--- config.mk ---
export PLATFORM = sky130hd
export DESIGN_NAME = speech_rom_address_mux
export DESIGN_NICKNAME = d
export VERILOG_FILES = /design/src/rtl/speech_rom_pkg.sv /design/src/rtl/decode_if.sv /design/src/rtl/address_decoder.sv /design/src/rtl/speech_rom_address_mux.sv
export VERILOG_INCLUDE_DIRS = /design/src /design/src/rtl
export SDC_FILE = /design/constraint.sdc
export NUM_CORES = 1
export LEC_CHECK = 0
export ABC_AREA = 1
export ABC_CLOCK_PERIOD_IN_PS = 2200
export BUFFER_PORTS_ARGS = -buffer_cell sky130_fd_sc_hd__clkbuf_2
export CAP_MARGIN = 10
export CORE_MARGIN = 2
export CORE_UTILIZATION = 35
export CTS_CLUSTER_SIZE = 25
export DETAILED_ROUTE_END_ITERATION = 12
export GPL_ROUTABILITY_DRIVEN = 0
export PLACE_DENSITY = 0.61
export SYNTH_ARGS = -nofsm -noshare
export SYNTH_HDL_FRONTEND = slang
export SYNTH_SLANG_ARGS = --single-unit
--- constraint.sdc ---
create_clock -name sys_clk -period 2.2 [get_ports sys_clk]
set_input_delay 0.44 -clock sys_clk [delete_from_list [all_inputs] [get_ports sys_clk]]
set_output_delay 0.44 -clock sys_clk [all_outputs]
set_load 0.005 [all_outputs]
--- src/rtl/speech_rom_cfg.svh ---
// Constants for the speech memory card address and decode logic
// Assumes inclusion by the package and the design modules
`ifndef SPEECH_ROM_CFG_SVH
`define SPEECH_ROM_CFG_SVH
`define BUS_W          8
`define ADDR_W         20
`define HIGH_W         4
`define MED_W          8
`define LOW_W          8
`define ADDR_HI_LSB    16
`define ADDR_MED_LSB   8
`define ROM_TOP        20'h3_FFFF
`define VCARD_BIT      17
`define ROW_MSB        16
`define ROW_LSB        15
`define COL_MSB        14
`define COL_LSB        14
`define NUM_ROWS       4
`define NUM_COLS       2
`define LATCH_RST_HI   4'h0
`define LATCH_RST_MED  8'h00
`define SYNC_RST       3'h0
`define TONE_HZ        760
`define TONE_DBM       (-13)
`define TONE_MS        160
`define DIGIT_MS       1000
`define PHRASE_TONE    8'h01
`define PHRASE_DIG0    8'h04
`define PHRASE_DIG9    8'h0D
`endif

--- src/rtl/speech_rom_pkg.sv ---
// Types for the speech memory card address and decode logic
// Assumes the cfg header is on the include path
`include "speech_rom_cfg.svh"
package speech_rom_pkg;
	typedef enum logic [1:0] {
		cyc_idle   = 2'b00,
		cyc_high   = 2'b01,
		cyc_medium = 2'b10,
		cyc_data   = 2'b11
	} bus_cycle_t;
	typedef logic [`ADDR_W-1:0] mem_addr_t;
	typedef logic [`BUS_W-1:0]  bus_byte_t;
endpackage

--- src/rtl/decode_if.sv ---
// Interface carrying the assembled address and the decoded enables
// Assumes the package is compiled first
`timescale 1ns/1ps
`include "speech_rom_cfg.svh"
interface decode_if;
	import speech_rom_pkg::*;
	mem_addr_t              addr;
	logic                   strobe;
	logic                   card_en;
	logic [`NUM_ROWS-1:0]   chip_en;
	logic [`NUM_COLS-1:0]   out_en;
	logic [`NUM_ROWS-1:0]   write_en;
	logic                   data_en;
	modport top (output addr, output strobe, input card_en, input chip_en,
		input out_en, input write_en, input data_en);
	modport dec (input addr, input strobe, output card_en, output chip_en,
		output out_en, output write_en, output data_en);
endinterface

--- src/rtl/address_decoder.sv ---
// Lookup decoder for card, chip, output and write enables
// Assumes an address already assembled and a synchronised strobe
`timescale 1ns/1ps
`include "speech_rom_cfg.svh"
module address_decoder (
	decode_if.dec dif
);
	import speech_rom_pkg::*;
	function automatic logic [`NUM_ROWS-1:0] one_hot4(input logic [1:0] sel);
		one_hot4 = {{(`NUM_ROWS-1){1'b0}}, 1'b1} << sel;
	endfunction
	function automatic logic [`NUM_COLS-1:0] one_hot2(input logic sel);
		one_hot2 = {{(`NUM_COLS-1){1'b0}}, 1'b1} << sel;
	endfunction
	logic in_range;
	always_comb begin
		in_range = (dif.addr <= `ROM_TOP); // RQ6
		dif.card_en = in_range; // RQ6
		dif.chip_en = in_range ? one_hot4(dif.addr[`ROW_MSB:`ROW_LSB]) : '0; // RQ5 RQ7
		dif.out_en = (in_range && dif.strobe) ?
			one_hot2(dif.addr[`COL_MSB]) : '0; // RQ7
		dif.write_en = '0; // RQ5
		dif.data_en = in_range && dif.strobe; // RQ8
	end
endmodule // address_decoder

--- src/rtl/speech_rom_address_mux.sv ---
// Address assembly and memory access for the double-density speech card
// Assumes a controller on the same clock drives the bus; strobe comes from a pin
//
// Summary of operation
// RQ1 - A 20-bit memory address is built from successive 8-bit bus transfers.
// RQ2 - The top address part is held in a high latch until overwritten.
// RQ3 - The middle address part is held in its own medium latch.
// RQ4 - The low address byte comes straight from the bus, unlatched.
// RQ5 - A lookup decoder yields card decode, chip enables and write enables.
// RQ6 - Card enable is set only while the address lies in the memory range.
// RQ7 - Column decode drives output enables, row decode drives chip enables.
// RQ8 - Memory data reaches the bus only while the controller's strobe is active; the code drives until the fifth clock after the pin falls.
// RQ9 - The card holds 256 Kbytes split into virtual cards zero and one.
// RQ10 - The card identity comes from a three-position switch set before use.
// RQ11 - Phrase one of card zero is a 760 Hz, -13 dBm test tone of 0.160 s.
// RQ12 - Phrases four to thirteen of card zero are digits zero to nine, 1.0 s each.
// RQ13 - Phrase length counts leading and trailing silence blocks.
// RQ14 - The controller loads high and medium latches before the strobed access.
`timescale 1ns/1ps
`include "speech_rom_cfg.svh"
module speech_rom_address_mux (
	input  wire logic                      sys_clk,
	input  wire logic                      sys_rst,
	input  wire speech_rom_pkg::bus_byte_t bus_in,
	input  wire logic                      load_high,
	input  wire logic                      load_medium,
	input  wire logic                      data_strobe_pin,
	input  wire logic [2:0]                card_switch,
	input  wire speech_rom_pkg::bus_byte_t mem_data,
	output speech_rom_pkg::bus_byte_t      bus_out,
	output logic                           bus_out_en_n,
	output speech_rom_pkg::mem_addr_t      mem_addr,
	output logic                           card_en,
	output logic [`NUM_ROWS-1:0]           chip_en,
	output logic [`NUM_COLS-1:0]           out_en,
	output logic [`NUM_ROWS-1:0]           write_en,
	output logic                           virtual_card,
	output logic [2:0]                     card_id,
	output speech_rom_pkg::bus_cycle_t     last_cycle
);
	import speech_rom_pkg::*;
	// ----------------------------------------------------------------
	// Address latches
	// ----------------------------------------------------------------
	logic [`HIGH_W-1:0] high_latch;
	logic [`HIGH_W-1:0] next_high_latch;
	logic [`MED_W-1:0]  med_latch;
	logic [`MED_W-1:0]  next_med_latch;
	always_comb begin
		next_high_latch = high_latch;
		next_med_latch = med_latch;
		if (load_high)
			next_high_latch = bus_in[`HIGH_W-1:0]; // RQ1 RQ2
		if (load_medium)
			next_med_latch = bus_in; // RQ1 RQ3
	end
	always_ff @(posedge sys_clk or posedge sys_rst) begin
		if (sys_rst) begin
			high_latch <= `LATCH_RST_HI;
			med_latch <= `LATCH_RST_MED;
		end else begin
			high_latch <= next_high_latch;
			med_latch <= next_med_latch;
		end
	end
	// ----------------------------------------------------------------
	// Strobe and switch synchronisers
	// ----------------------------------------------------------------
	logic [2:0] strobe_sync;
	logic [2:0] next_strobe_sync;
	logic       strobe;
	logic       next_strobe;
	logic [2:0] sw_a;
	logic [2:0] sw_b;
	logic [2:0] sw_c;
	logic [2:0] next_card_id;
	always_comb begin
		next_strobe_sync = {strobe_sync[1:0], data_strobe_pin};
		next_strobe = (strobe_sync[1] == strobe_sync[2]) ? strobe_sync[2] : strobe;
		next_card_id = (sw_b == sw_c) ? sw_c : card_id; // RQ10
	end
	always_ff @(posedge sys_clk or posedge sys_rst) begin
		if (sys_rst) begin
			strobe_sync <= `SYNC_RST;
			strobe <= 1'b0;
			sw_a <= `SYNC_RST;
			sw_b <= `SYNC_RST;
			sw_c <= `SYNC_RST;
			card_id <= `SYNC_RST;
		end else begin
			strobe_sync <= next_strobe_sync;
			strobe <= next_strobe;
			sw_a <= card_switch;
			sw_b <= sw_a;
			sw_c <= sw_b;
			card_id <= next_card_id;
		end
	end
	// ----------------------------------------------------------------
	// Address assembly and decode
	// ----------------------------------------------------------------
	decode_if dif ();
	always_comb begin
		dif.addr = {high_latch, med_latch, bus_in}; // RQ1 RQ4 RQ14
		dif.strobe = strobe; // RQ8
	end
	address_decoder u_dec (
		.dif (dif)
	);
	// ----------------------------------------------------------------
	// Registered bus and cycle outputs, combinational decode outputs
	// ----------------------------------------------------------------
	bus_byte_t  next_bus_out;
	logic       next_bus_out_en_n;
	bus_cycle_t next_last_cycle;
	always_comb begin
		next_bus_out = dif.data_en ? mem_data : bus_out; // RQ8
		next_bus_out_en_n = ~dif.data_en; // RQ8
		if (load_high)
			next_last_cycle = cyc_high;
		else if (load_medium)
			next_last_cycle = cyc_medium;
		else if (dif.data_en)
			next_last_cycle = cyc_data;
		else
			next_last_cycle = last_cycle;
	end
	always_ff @(posedge sys_clk or posedge sys_rst) begin
		if (sys_rst) begin
			bus_out <= '0;
			bus_out_en_n <= 1'b1;
			last_cycle <= cyc_idle;
		end else begin
			bus_out <= next_bus_out;
			bus_out_en_n <= next_bus_out_en_n;
			last_cycle <= next_last_cycle;
		end
	end
	always_comb begin
		mem_addr = dif.addr;
		card_en = dif.card_en; // RQ6
		chip_en = dif.chip_en; // RQ7
		out_en = dif.out_en; // RQ7
		write_en = dif.write_en; // RQ5
		virtual_card = dif.addr[`VCARD_BIT]; // RQ9
	end
	// Phrase content (RQ11 RQ12 RQ13) lives in the memory image, not in logic.
endmodule // speech_rom_address_mux

==> results of run 1 <==
## per-layer routing
| layer | track usage (%) | up-vias | share of wire (%) |
|---|---|---|---|
| li1 | - | 576 | - |
| met1 | 17.4 | 510 | 44 |
| met2 | 20.0 | 46 | 43 |
| met3 | 6.06 | 7 | 9.9 |
| met4 | 5.77 | 0 | 2.8 |
| met5 | 0 | - | 0 |
## per-stage QoR
step                util, %  hold WS [ns]
finish                 44.7         0.139
global route           44.7         0.174
CTS                    44.7         0.140
detailed placement     42.7         0.336
global placement       42.7         0.333
floorplan                 -         0.331
## worst paths after layout
check | slack, ns | endpoint | cells after the start | startpoint
worst max-delay path | 0.49 | chip_en[3] | 4 | high_latch[3]
worst min-delay path | 0.14 | high_latch[1] | 3 | sys_rst
worst max register to register | 1.13 | last_cycle[0] | 5 | high_latch[3]
worst min register to register | 0.35 | sw_b[2] | 0 | sw_a[2]
max in group asynchronous | 1.72 | bus_out_en_n | 3 | sys_rst
min in group sys_clk | 0.26 | sw_a[2] | 1 | card_switch[2]
## power groups by stage
stage	combinational (mW)	clock [mW]	sequential [mW]
2_1_floorplan	0.137	0	0.879
3_3_place_gp	0.269	0	0.876
3_5_place_dp	0.272	0	0.879
4_1_cts	0.273	0.476	0.865
5_1_grt	0.307	0.509	0.878
6_report	0.265	0.461	0.863
## cell type report
class | instances | area (um2)
Clock buffer | 6 | 72.6
Clock inverter | 2 | 12.5
Fill cell | 456 | 2370
Inverter | 12 | 47.5
Multi-Input combinational cell | 91 | 404
Sequential cell | 39 | 977
Tap cell | 52 | 65.1
Timing Repair Buffer | 67 | 340
## sequential cells by signal (all words and copies together), names as in the netlist
signal        count
bus_out           8
bus_out_en_n      1
card_id           3
dif.strobe        1
high_latch        4
last_cycle        2
med_latch         8
strobe_sync       3
sw_a              3
sw_b              3
sw_c              3
## cell usage after synthesis, drive strengths merged
library cell	number	share of area, %
nand2	68	17
dfrtp	38	62
buf	15	7.4
inv	12	3.1
nor2	4	1.8
nor3	4	1.3
o21ai	4	1.3
nand4	3	1.2
a21oi	1	1.1
conb	1	0.24
dfstp	1	1.7
maj3	1	0.65
nand3	1	0.33
xnor2	1	0.57
## cells by family (layout without fill, tap and decap cells)
kind of cell / Yosys count / in the layout
and+or+nand+nor: 80 / 80
adders and majority gates: 1 / 1
buffers and inverters: 27 / 87
AOI/OAI and AO/OA: 5 / 5
other: 1 / 4
DFF: 39 / 39
xor gates and xnor gates: 1 / 1
## tightest hold or removal path, delay by kind of cell
family / cells / cell delay [ns]
buffers and inverters: 3 / 0.35
==> metrics.yaml, run 1 <==
global_route:
  gr-usage-all-layers_pct: 13.6
  first_global_vias: 1104
  antenna_found_initial: 0
  grt_max_degree: 26
  grt_overflow: 0
  grt_pass1_wl_um: 5140
synthesis:
  yosysSeqAreaShare_pct: 63.8
  yosysWarnings: 0
  syn_inst: 154
  ys_types: 21
  avgSynthCellArea_um2: 9.94
  synth_top_family_by_area: "simple AND/OR/NAND/NOR gates"
  ys_ff_latch: 39
  synth_fa_ha_area_share_pct: 0.654
  synth_compound_area_share_pct: 2.37
  yosys-mux-area-fraction_pct: 0
  synth-simple-area-share_pct: 21.8
  netlist_area_um2: 1530
  synth_xor_area_share_pct: 0.572
route:
  drt_first_pass_iters: 4
  drtAntennaViolNets: 0
  num_vias: 1139
  wirelength_um: 2940
  avgViaCountPerCell: 4.23
  drc: 0
  drt-initial-drc-count: 37
  routedWlPerCell_um: 10.9
final_layout:
  final_common_cell: "nand2_1"
  design_area_um2: 1920
  final_layout_size_suffix_gt1_share_pct: 37.3
  final_cells: 269
  mostFrequentLayoutCells: "67 x nand2_1, 65 x clkbuf_2, 38 x dfrtp_1"
  area_growth_pct: 25.3
  n_antenna_cell: 0
  nets: 240
clock_network:
  path_clk_slew_ns: 0.07
  cts_tree: "built"
  cts_buffer_depth: 2
  clock_latency_ns: 0.28
  clockRootBuffer: "clkbuf_8"
  cts_resized: 0
  cts_hold_buffers: 0
  cts_buffers: 5
  cts-htree-levels: 2
  cts.sinks: 39
  cts_setup_buffers: 0
critical_path:
  crit_path_cell_trace: "nor2_4, inv_1, nor3_1, clkbuf_2"
  cp-start-kind: "flip-flop"
  cp_data_arrival_time_ns: 1.27
  path_buf_inv: 2
  cp_max_fo: 4
  crit_path_max_incr_delay_ns: 0.42
  endpoint_kind: "output pin"
  cp_slowest_cell: "dfrtp_1"
  crit_family: "flip-flops"
  worstPathRequired_ns: 1.76
  criticalPathCategory: "flip-flop to output pin"
power:
  p_sw_mw: 0.436
  peakVddDrop_v: 0.000280
  leakage_nw: 1.10
  p_per_area_nw_per_um2: 828
  p_int_mw: 1.15
  p_comb_share_pct: 16.7
  power.share.sequential_pct: 54.3
  p_clk_share_pct: 29.0
  power_mw: 1.59
  switching_share_pct: 27.5
sta:
  hold_viol_final: 0
  finalSetupViolCount: 0
  rsz0062_at_grt: "no"
  drv_slew: 0
  period_share_pct: 77.6
  fmax_mhz: 586
  fin_ws_ns: 0.493
  setup_tns_ns: 0
  period_needed_ns: 1.71
  fin_skew_ns: 0.00717
min_path:
  min_path_type: "input port to async pin"
status:
  status: "finished clean"
job:
  maxCapViolCount: 0
placement:
  dp_cells: 261
  dp_slack_ns: 0.803
  portBuffers: 65
  hpwl_um: 2320
  placed_area_um2: 1830
floorplan:
  die_area_um2: 4920
  coreArea_um2: 4290
  start_util_pct: 35.7
  fp.dieW_um: 70.2
  die_height_um: 70.2
  row_count: 24
  pin_count: 70
Note: power is estimated with default switching activity, not from simulation.
==> inputs of run 2 (changes only) <==
--- a/config.mk
+++ b/config.mk
@@ -6,8 +6,8 @@
 export SDC_FILE = /design/constraint.sdc
 export NUM_CORES = 1
 export LEC_CHECK = 0
-export ABC_AREA = 1
-export ABC_CLOCK_PERIOD_IN_PS = 2200
+export ABC_AREA = 0
+export ABC_CLOCK_PERIOD_IN_PS = 1550
 export BUFFER_PORTS_ARGS = -buffer_cell sky130_fd_sc_hd__clkbuf_2
 export CAP_MARGIN = 10
 export CORE_MARGIN = 2
@@ -15,7 +15,7 @@
 export CTS_CLUSTER_SIZE = 25
 export DETAILED_ROUTE_END_ITERATION = 12
 export GPL_ROUTABILITY_DRIVEN = 0
-export PLACE_DENSITY = 0.61
+export PLACE_DENSITY = 0.63
 export SYNTH_ARGS = -nofsm -noshare
 export SYNTH_HDL_FRONTEND = slang
 export SYNTH_SLANG_ARGS = --single-unit
==> constraint.sdc (replaced) <==
create_clock -name sys_clk -period 1.55 [get_ports sys_clk]
set_input_delay 0.31 -clock sys_clk [delete_from_list [all_inputs] [get_ports sys_clk]]
set_output_delay 0.31 -clock sys_clk [all_outputs]
set_load 0.005 [all_outputs]
==> run 2 against run 1 <==
  * Via count fell by 13%
  * Flip-flop and latch count did not move
  * Sequential share of layout area fell by 1.5 points
  * Count of clock-buffer cells in the layout rose by 1
  * Critical path depth fell by 1
  * Die area fell by 0.85%
  * Clock power rose by 38%
  * Routed wire length fell by 3.2%
  * Power rose by 49%
  * Register-to-register slack got worse by 1.0 ns
  * Critical path type unchanged
  * Highest routed layer unchanged
==> metrics.yaml, run 2 <==
critical_path:
  cp-start-kind: "flip-flop"  # unchanged
  endpoint_kind: "output pin"  # unchanged
  crit_path_cell_trace: "nor2_4, and3_4, buf_6"  # was nor2_4, inv_1, nor3_1, clkbuf_2
  cp_data_arrival_time_ns: 1.21  # was 1.27 ns
  cp_max_fo: 6  # was 4
  cp_slowest_cell: "dfrtp_2"  # was dfrtp_1
  crit_path_max_incr_delay_ns: 0.44  # was 0.42 ns
  criticalPathCategory: "flip-flop to output pin"  # unchanged
  worstPathRequired_ns: 1.24  # was 1.76 ns
power:
  p_clk_share_pct: 26.9  # was 29.0%
  leakage_nw: 1.01  # was 1.10 nW
  p_sw_mw: 0.592  # was 0.436 mW
  p_per_area_nw_per_um2: 1190  # was 828 nW/um2
  peakVddDrop_v: 0.000670  # was 0.000280 V
  p_comb_share_pct: 19.9  # was 16.7%
  switching_share_pct: 25.0  # was 27.5%
  power.share.sequential_pct: 53.2  # was 54.3%
  p_int_mw: 1.77  # was 1.15 mW
global_route:
  first_global_vias: 978  # was 1104
  grt_max_degree: 22  # was 26
  gr-usage-all-layers_pct: 12.3  # was 13.6%
  grt_pass1_wl_um: 4670  # was 5140 um
  antenna_found_initial: 0  # unchanged
  grt_overflow: 0  # unchanged
synthesis:
  yosysSeqAreaShare_pct: 64.4  # was 63.8%
  synth_top_area_share_pct: 62.7  # was 62.1%
  synthFlopType: "dfrtp_1"  # unchanged
  synthArstFlopShare_pct: 100  # unchanged
  avgSynthCellArea_um2: 15.2  # was 9.94 um2
  yosysWarnings: 0  # unchanged
  synth-edff-count: 0  # unchanged
  synth_commonest_cells: "38 x dfrtp_1, 15 x mux2_2, 13 x buf_4, 7 x mux2_4"  # was 67 x nand2_1, 38 x dfrtp_1, 13 x buf_4, 11 x inv_1, 4 x nor3_1
  netlist.top_cell.by_area: "dfrtp_1"  # unchanged
  ys_ff_latch: 39  # unchanged
  syn_inst: 100  # was 154
  netlist_area_um2: 1520  # was 1530 um2
  yosysMostFrequentCell: "dfrtp_1"  # was nand2_1
  synth_area_leaders: "dfrtp_1 63%, mux2_2 11%, mux2_4 6.9%, buf_4 6.4%, dfstp_2 1.7%"  # was dfrtp_1 62%, nand2_1 16%, buf_4 6.4%, inv_1 2.7%, dfstp_2 1.7%
  ys_types: 25  # was 21
sta:
  timing.hold.ws_ns: 0.0301  # was 0.139 ns
  rsz0062_at_grt: "yes"  # was no
  drv_slew: 0  # unchanged
  finalSetupViolCount: 0  # unchanged
  setup_tns_ns: 0  # unchanged
  hold_viol_final: 0  # unchanged
  fin_skew_ns: 0.00522  # was 0.00717 ns
  period_needed_ns: 1.52
  fmax_mhz: 657
  period_share_pct: 98.3
placement:
  portBuffers: 65  # unchanged
  hpwl_um: 2140  # was 2320 um
route:
  drt-initial-drc-count: 39  # was 37
  drc: 0  # unchanged
  routedWlPerCell_um: 13.0  # was 10.9 um
  drtAntennaViolNets: 0  # unchanged
  avgViaCountPerCell: 4.51  # was 4.23
  num_vias: 987  # was 1139
  drt_first_pass_iters: 3  # was 4
  wirelength_um: 2850  # was 2940 um
final_layout:
  multi_input_area_um2: 462  # was 404 um2
  nets: 192  # was 240
  area_growth_pct: 30.8  # was 25.3%
  largest_registers: "bus_out (8), med_latch (8), high_latch (4)"  # unchanged
  mostFrequentLayoutCells: "61 x clkbuf_2, 35 x dfrtp_1, 15 x mux2_2"  # was 67 x nand2_1, 65 x clkbuf_2, 38 x dfrtp_1
  fill_cells: 369  # was 456
  seq_area_um2: 981  # was 977 um2
  final_common_cell: "clkbuf_2"  # was nand2_1
  final_layout_size_suffix_gt1_share_pct: 65.1  # was 37.3%
  n_antenna_cell: 0  # unchanged
clock_network:
  cts_buffer_depth: 2  # unchanged
  cts_tree: "built"  # unchanged
  cts_buffers: 5  # unchanged
  path_clk_slew_ns: 0.07  # about the same
  clockRootBuffer: "clkbuf_8"  # unchanged
  cts-htree-levels: 2  # unchanged
  clock_latency_ns: 0.28  # about the same
  cts_hold_buffers: 0  # unchanged
  cts.sinks: 39  # unchanged
floorplan:
  coreArea_um2: 4090  # was 4290 um2
  die_area_um2: 4880  # was 4920 um2
  pin_count: 70  # unchanged
  die_height_um: 69.9  # was 70.2 um
  start_util_pct: 37.1  # was 35.7%
  row_count: 23  # was 24
  fp.dieW_um: 69.9  # was 70.2 um
job:
  maxCapViolCount: 0  # unchanged
min_path:
  min_path_type: "input port to async pin"  # unchanged
status:
  status: "finished clean"  # unchanged
## run 2: kinds of logic after synthesis
family	Yosys count	share of synthesized area (%)
AO/OA/AOI/OAI	5	1.98
XOR/XNOR	3	1.73
adder cells (fa/ha/maj)	1	0.660
buffers and inverters	16	7.75
flip-flops	39	64.4
multiplexers	22	18.1
other	1	0.247
AND/OR/NAND/NOR	13	5.19
## run 2: worst max-delay path, delay by kind of cell, from the launching register on
family | cells | cell delay (ns)
buf+inv | 1 | 0.09
simple gates | 2 | 0.41
flops | 1 | 0.44
## run 2: power groups by stage
stage	logic [mW]	registers, mW	clock network [mW]
floorplan	0.244	1.27	0
global placement	0.438	1.27	0
detailed placement	0.449	1.28	0
CTS	0.469	1.26	0.668
global route	0.515	1.28	0.722
finish	0.470	1.26	0.637
## run 2: path summary, 6_finish.rpt
| kind | startpoint | to | slack [ns] | depth (start not counted) |
|---|---|---|---|---|
| max in group asynchronous | sys_rst | bus_out_en_n | 1.23 | 3 |
| hold / removal | sys_rst | sw_b[1] | 0.03 | 3 |
| setup / recovery | high_latch[2] | out_en[1] | 0.03 | 3 |
| hold reg to reg | sw_a[1] | sw_b[1] | 0.35 | 0 |
| min in group sys_clk | card_switch[1] | sw_a[1] | 0.13 | 1 |
| setup reg to reg | high_latch[2] | bus_out[4] | 0.11 | 5 |
## run 2: through the flow
stage | setup slack, ns | total power [mW] | cell area, um2 | instances | utilization, %
after floorplan | 0.314 | 1.52 | 1530 | 103 | -
after global placement | 0.204 | 1.71 | 1830 | 206 | 44.7
after detailed placement | 0.148 | 1.72 | 1830 | 206 | 44.7
after CTS | 0.0279 | 2.40 | 1950 | 218 | 47.7
after global routing | -0.0364 | 2.52 | 1990 | 219 | 48.6
final | 0.0271 | 2.37 | 1990 | 219 | 48.6
## run 2: metal layers
layer,track usage [%],part of all wire (%)
met1,14.3,38
met2,20.1,51
met3,4.91,8.8
met4,5.13,1.4
met5,0,0
## run 2: area by class of cell
type	instances	area share (%)
inverters	1	0.189
clock inverters	1	0.252
multi-input cells	48	23.3
flip-flops and latches	39	49.4
repair buffers	73	19.9
well taps	50	3.15
clock buffers	7	3.84
## run 2: timing repair
item | 4_1_cts | 5_1_grt
setup buffers | 4 | 1
setup endpoints to repair | 1 | 6
resized for setup | 4 | 10
pin swaps | 1 | 0
==> inputs of run 3 (changes only) <==
--- a/config.mk
+++ b/config.mk
@@ -15,6 +15,7 @@
 export CTS_CLUSTER_SIZE = 25
 export DETAILED_ROUTE_END_ITERATION = 12
 export GPL_ROUTABILITY_DRIVEN = 0
+export HOLD_SLACK_MARGIN = 0.1
 export PLACE_DENSITY = 0.63
 export SYNTH_ARGS = -nofsm -noshare
 export SYNTH_HDL_FRONTEND = slang
==> run 3 against run 2 <==
  * Count of clock-buffer cells in the layout stayed put
  * Sequential share of layout area down 0.25 points
  * Power about the same
==> metrics.yaml, run 3 (synthesis gave the netlist of run 2 again) <==
status:
  status: "finished clean"  # unchanged
clock_network:
  cts_buffer_depth: 2  # unchanged
  cts-htree-levels: 2  # unchanged
  cts_buffers: 5  # unchanged
  clock_latency_ns: 0.28  # about the same
  path_clk_slew_ns: 0.07  # about the same
  clockRootBuffer: "clkbuf_8"  # unchanged
  cts.sinks: 39  # unchanged
  cts_tree: "built"  # unchanged
power:
  peakVddDrop_v: 0.000670  # unchanged
  p_sw_mw: 0.593  # was 0.592 mW
  p_comb_share_pct: 19.9  # about the same
  p_int_mw: 1.78  # was 1.77 mW
  p_per_area_nw_per_um2: 1190  # about the same
  p_clk_share_pct: 26.9  # about the same
  power.share.sequential_pct: 53.2  # about the same
  switching_share_pct: 25.0  # about the same
  leakage_nw: 1.01  # about the same
final_layout:
  seq_area_um2: 981  # unchanged
  final_cells: 220  # was 219
  area_growth_pct: 31.5  # was 30.8%
  fill_cells: 368  # was 369
  mostFrequentLayoutCells: "61 x clkbuf_2, 35 x dfrtp_1, 15 x mux2_2"  # unchanged
  final_core_util_pct: 48.8  # was 48.6%
  final_common_cell: "clkbuf_2"  # unchanged
  nets: 193  # was 192
  largest_registers: "bus_out (8), med_latch (8), high_latch (4)"  # unchanged
  multi_input_area_um2: 462  # unchanged
  n_antenna_cell: 0  # unchanged
  final_layout_size_suffix_gt1_share_pct: 64.7  # was 65.1%
global_route:
  grt_overflow: 0  # unchanged
  gr-usage-all-layers_pct: 12.3  # unchanged
  grt_pass1_wl_um: 4670  # unchanged
  first_global_vias: 980  # was 978
  grt_max_degree: 22  # unchanged
  antenna_found_initial: 0  # unchanged
job:
  maxCapViolCount: 0  # unchanged
critical_path:
  cp_data_arrival_time_ns: 1.21  # about the same
  cp-start-kind: "flip-flop"  # unchanged
  cp_max_fo: 6  # unchanged
  worstPathRequired_ns: 1.24  # about the same
  criticalPathCategory: "flip-flop to output pin"  # unchanged
  endpoint_kind: "output pin"  # unchanged
sta:
  rsz0062_at_grt: "yes"  # unchanged
  period_needed_ns: 1.52  # unchanged
  finalSetupViolCount: 0  # unchanged
  fin_skew_ns: 0.00522  # unchanged
  hold_viol_final: 0  # unchanged
  drv_slew: 0  # unchanged
  fmax_mhz: 657  # unchanged
  period_share_pct: 98.3  # unchanged
route:
  num_vias: 991  # was 987
  wirelength_um: 2850  # unchanged
  drc: 0  # unchanged
  drt-initial-drc-count: 41  # was 39
  drt_first_pass_iters: 3  # unchanged
  drtAntennaViolNets: 0  # unchanged
  avgViaCountPerCell: 4.50  # was 4.51
  routedWlPerCell_um: 12.9  # was 13.0 um
placement:
  portBuffers: 65  # unchanged
  hpwl_um: 2140  # unchanged
  dp_cells: 206  # unchanged
floorplan:
  start_util_pct: 37.1  # unchanged
  fp.dieW_um: 69.9  # unchanged
  coreArea_um2: 4090  # unchanged
  row_count: 23  # unchanged
  die_area_um2: 4880  # unchanged
  pin_count: 70  # unchanged
  die_height_um: 69.9  # unchanged
min_path:
  min_path_type: "input port to flip-flop"  # was input port to async pin
[run 3: changes by cell type in the layout (fill, tap and decap cells not counted), sizes merged]
cell / change
dlygate4sd3: +1
[run 3: metrics by stage]
stage	hold WS, ns	cell area [um2]	total power [mW]	setup TNS (ns)	setup WS [ns]
after global routing	0.121	2000	2.52	-0.142	-0.0364
final	0.131	2000	2.37	0	0.0271
after detailed placement	0.336	1830	1.72	0	0.148
after floorplan	0.331	1530	1.52	0	0.314
after CTS	0.121	1960	2.40	0	0.0279
after global placement	0.333	1830	1.71	0	0.204
[run 3: routing by layer]
| layer | track usage [%] | vias up | wire length (um) | part of all wire [%] |
|---|---|---|---|---|
| met2 | 20.1 | 49 | 1460 | 51 |
| met4 | 5.13 | 0 | 39 | 1.4 |
| met1 | 14.3 | 478 | 1090 | 38 |
| li1 | - | 459 | - | - |
| met3 | 4.91 | 5 | 250 | 8.8 |
| met5 | 0 | - | 0 | 0 |
[run 3: what timing repair did]
action                                 CTS  global route
setup endpoints to repair                1             6
buffers inserted                         4             1
hold buffers                             1             0
gates cloned                             0             0
endpoints found under the hold margin   38             0
resized for setup                        4            10
pin swaps                                1             0
[run 3: area by class of cell]
type,count,share of cell area [%]
repair buffers,74,20.3
inverters,1,0.188
flip-flops and latches,39,49.2
clock inverters,1,0.251
clock buffers,7,3.82
multi-input cells,48,23.1
well taps,50,3.13
[run 3: final timing paths]
check / from / to / slack, ns / depth (start not counted)
setup / recovery: high_latch[2] / out_en[1] / 0.03 / 3
hold / removal: card_switch[1] / sw_a[1] / 0.13 / 1
setup reg to reg: high_latch[2] / bus_out[4] / 0.11 / 5
hold reg to reg: sw_a[1] / sw_b[1] / 0.35 / 0
max in group asynchronous: sys_rst / bus_out_en_n / 0.68 / 4
min in group asynchronous: sys_rst / sw_b[1] / 0.58 / 4
[run 3: worst max-delay path, cell delays in order (launching register included)]
cell and delay [ns]:
dfrtp_2 0.44, nor2_4 0.20, and3_4 0.21, buf_6 0.09
[run 3: power by group through the flow]
stage	Combinational (mW)	Clock [mW]	Sequential [mW]
final	0.472	0.637	1.26
after global routing	0.517	0.722	1.28
after CTS	0.471	0.668	1.26
after detailed placement	0.449	0	1.28
after global placement	0.438	0	1.27
after floorplan	0.244	0	1.27
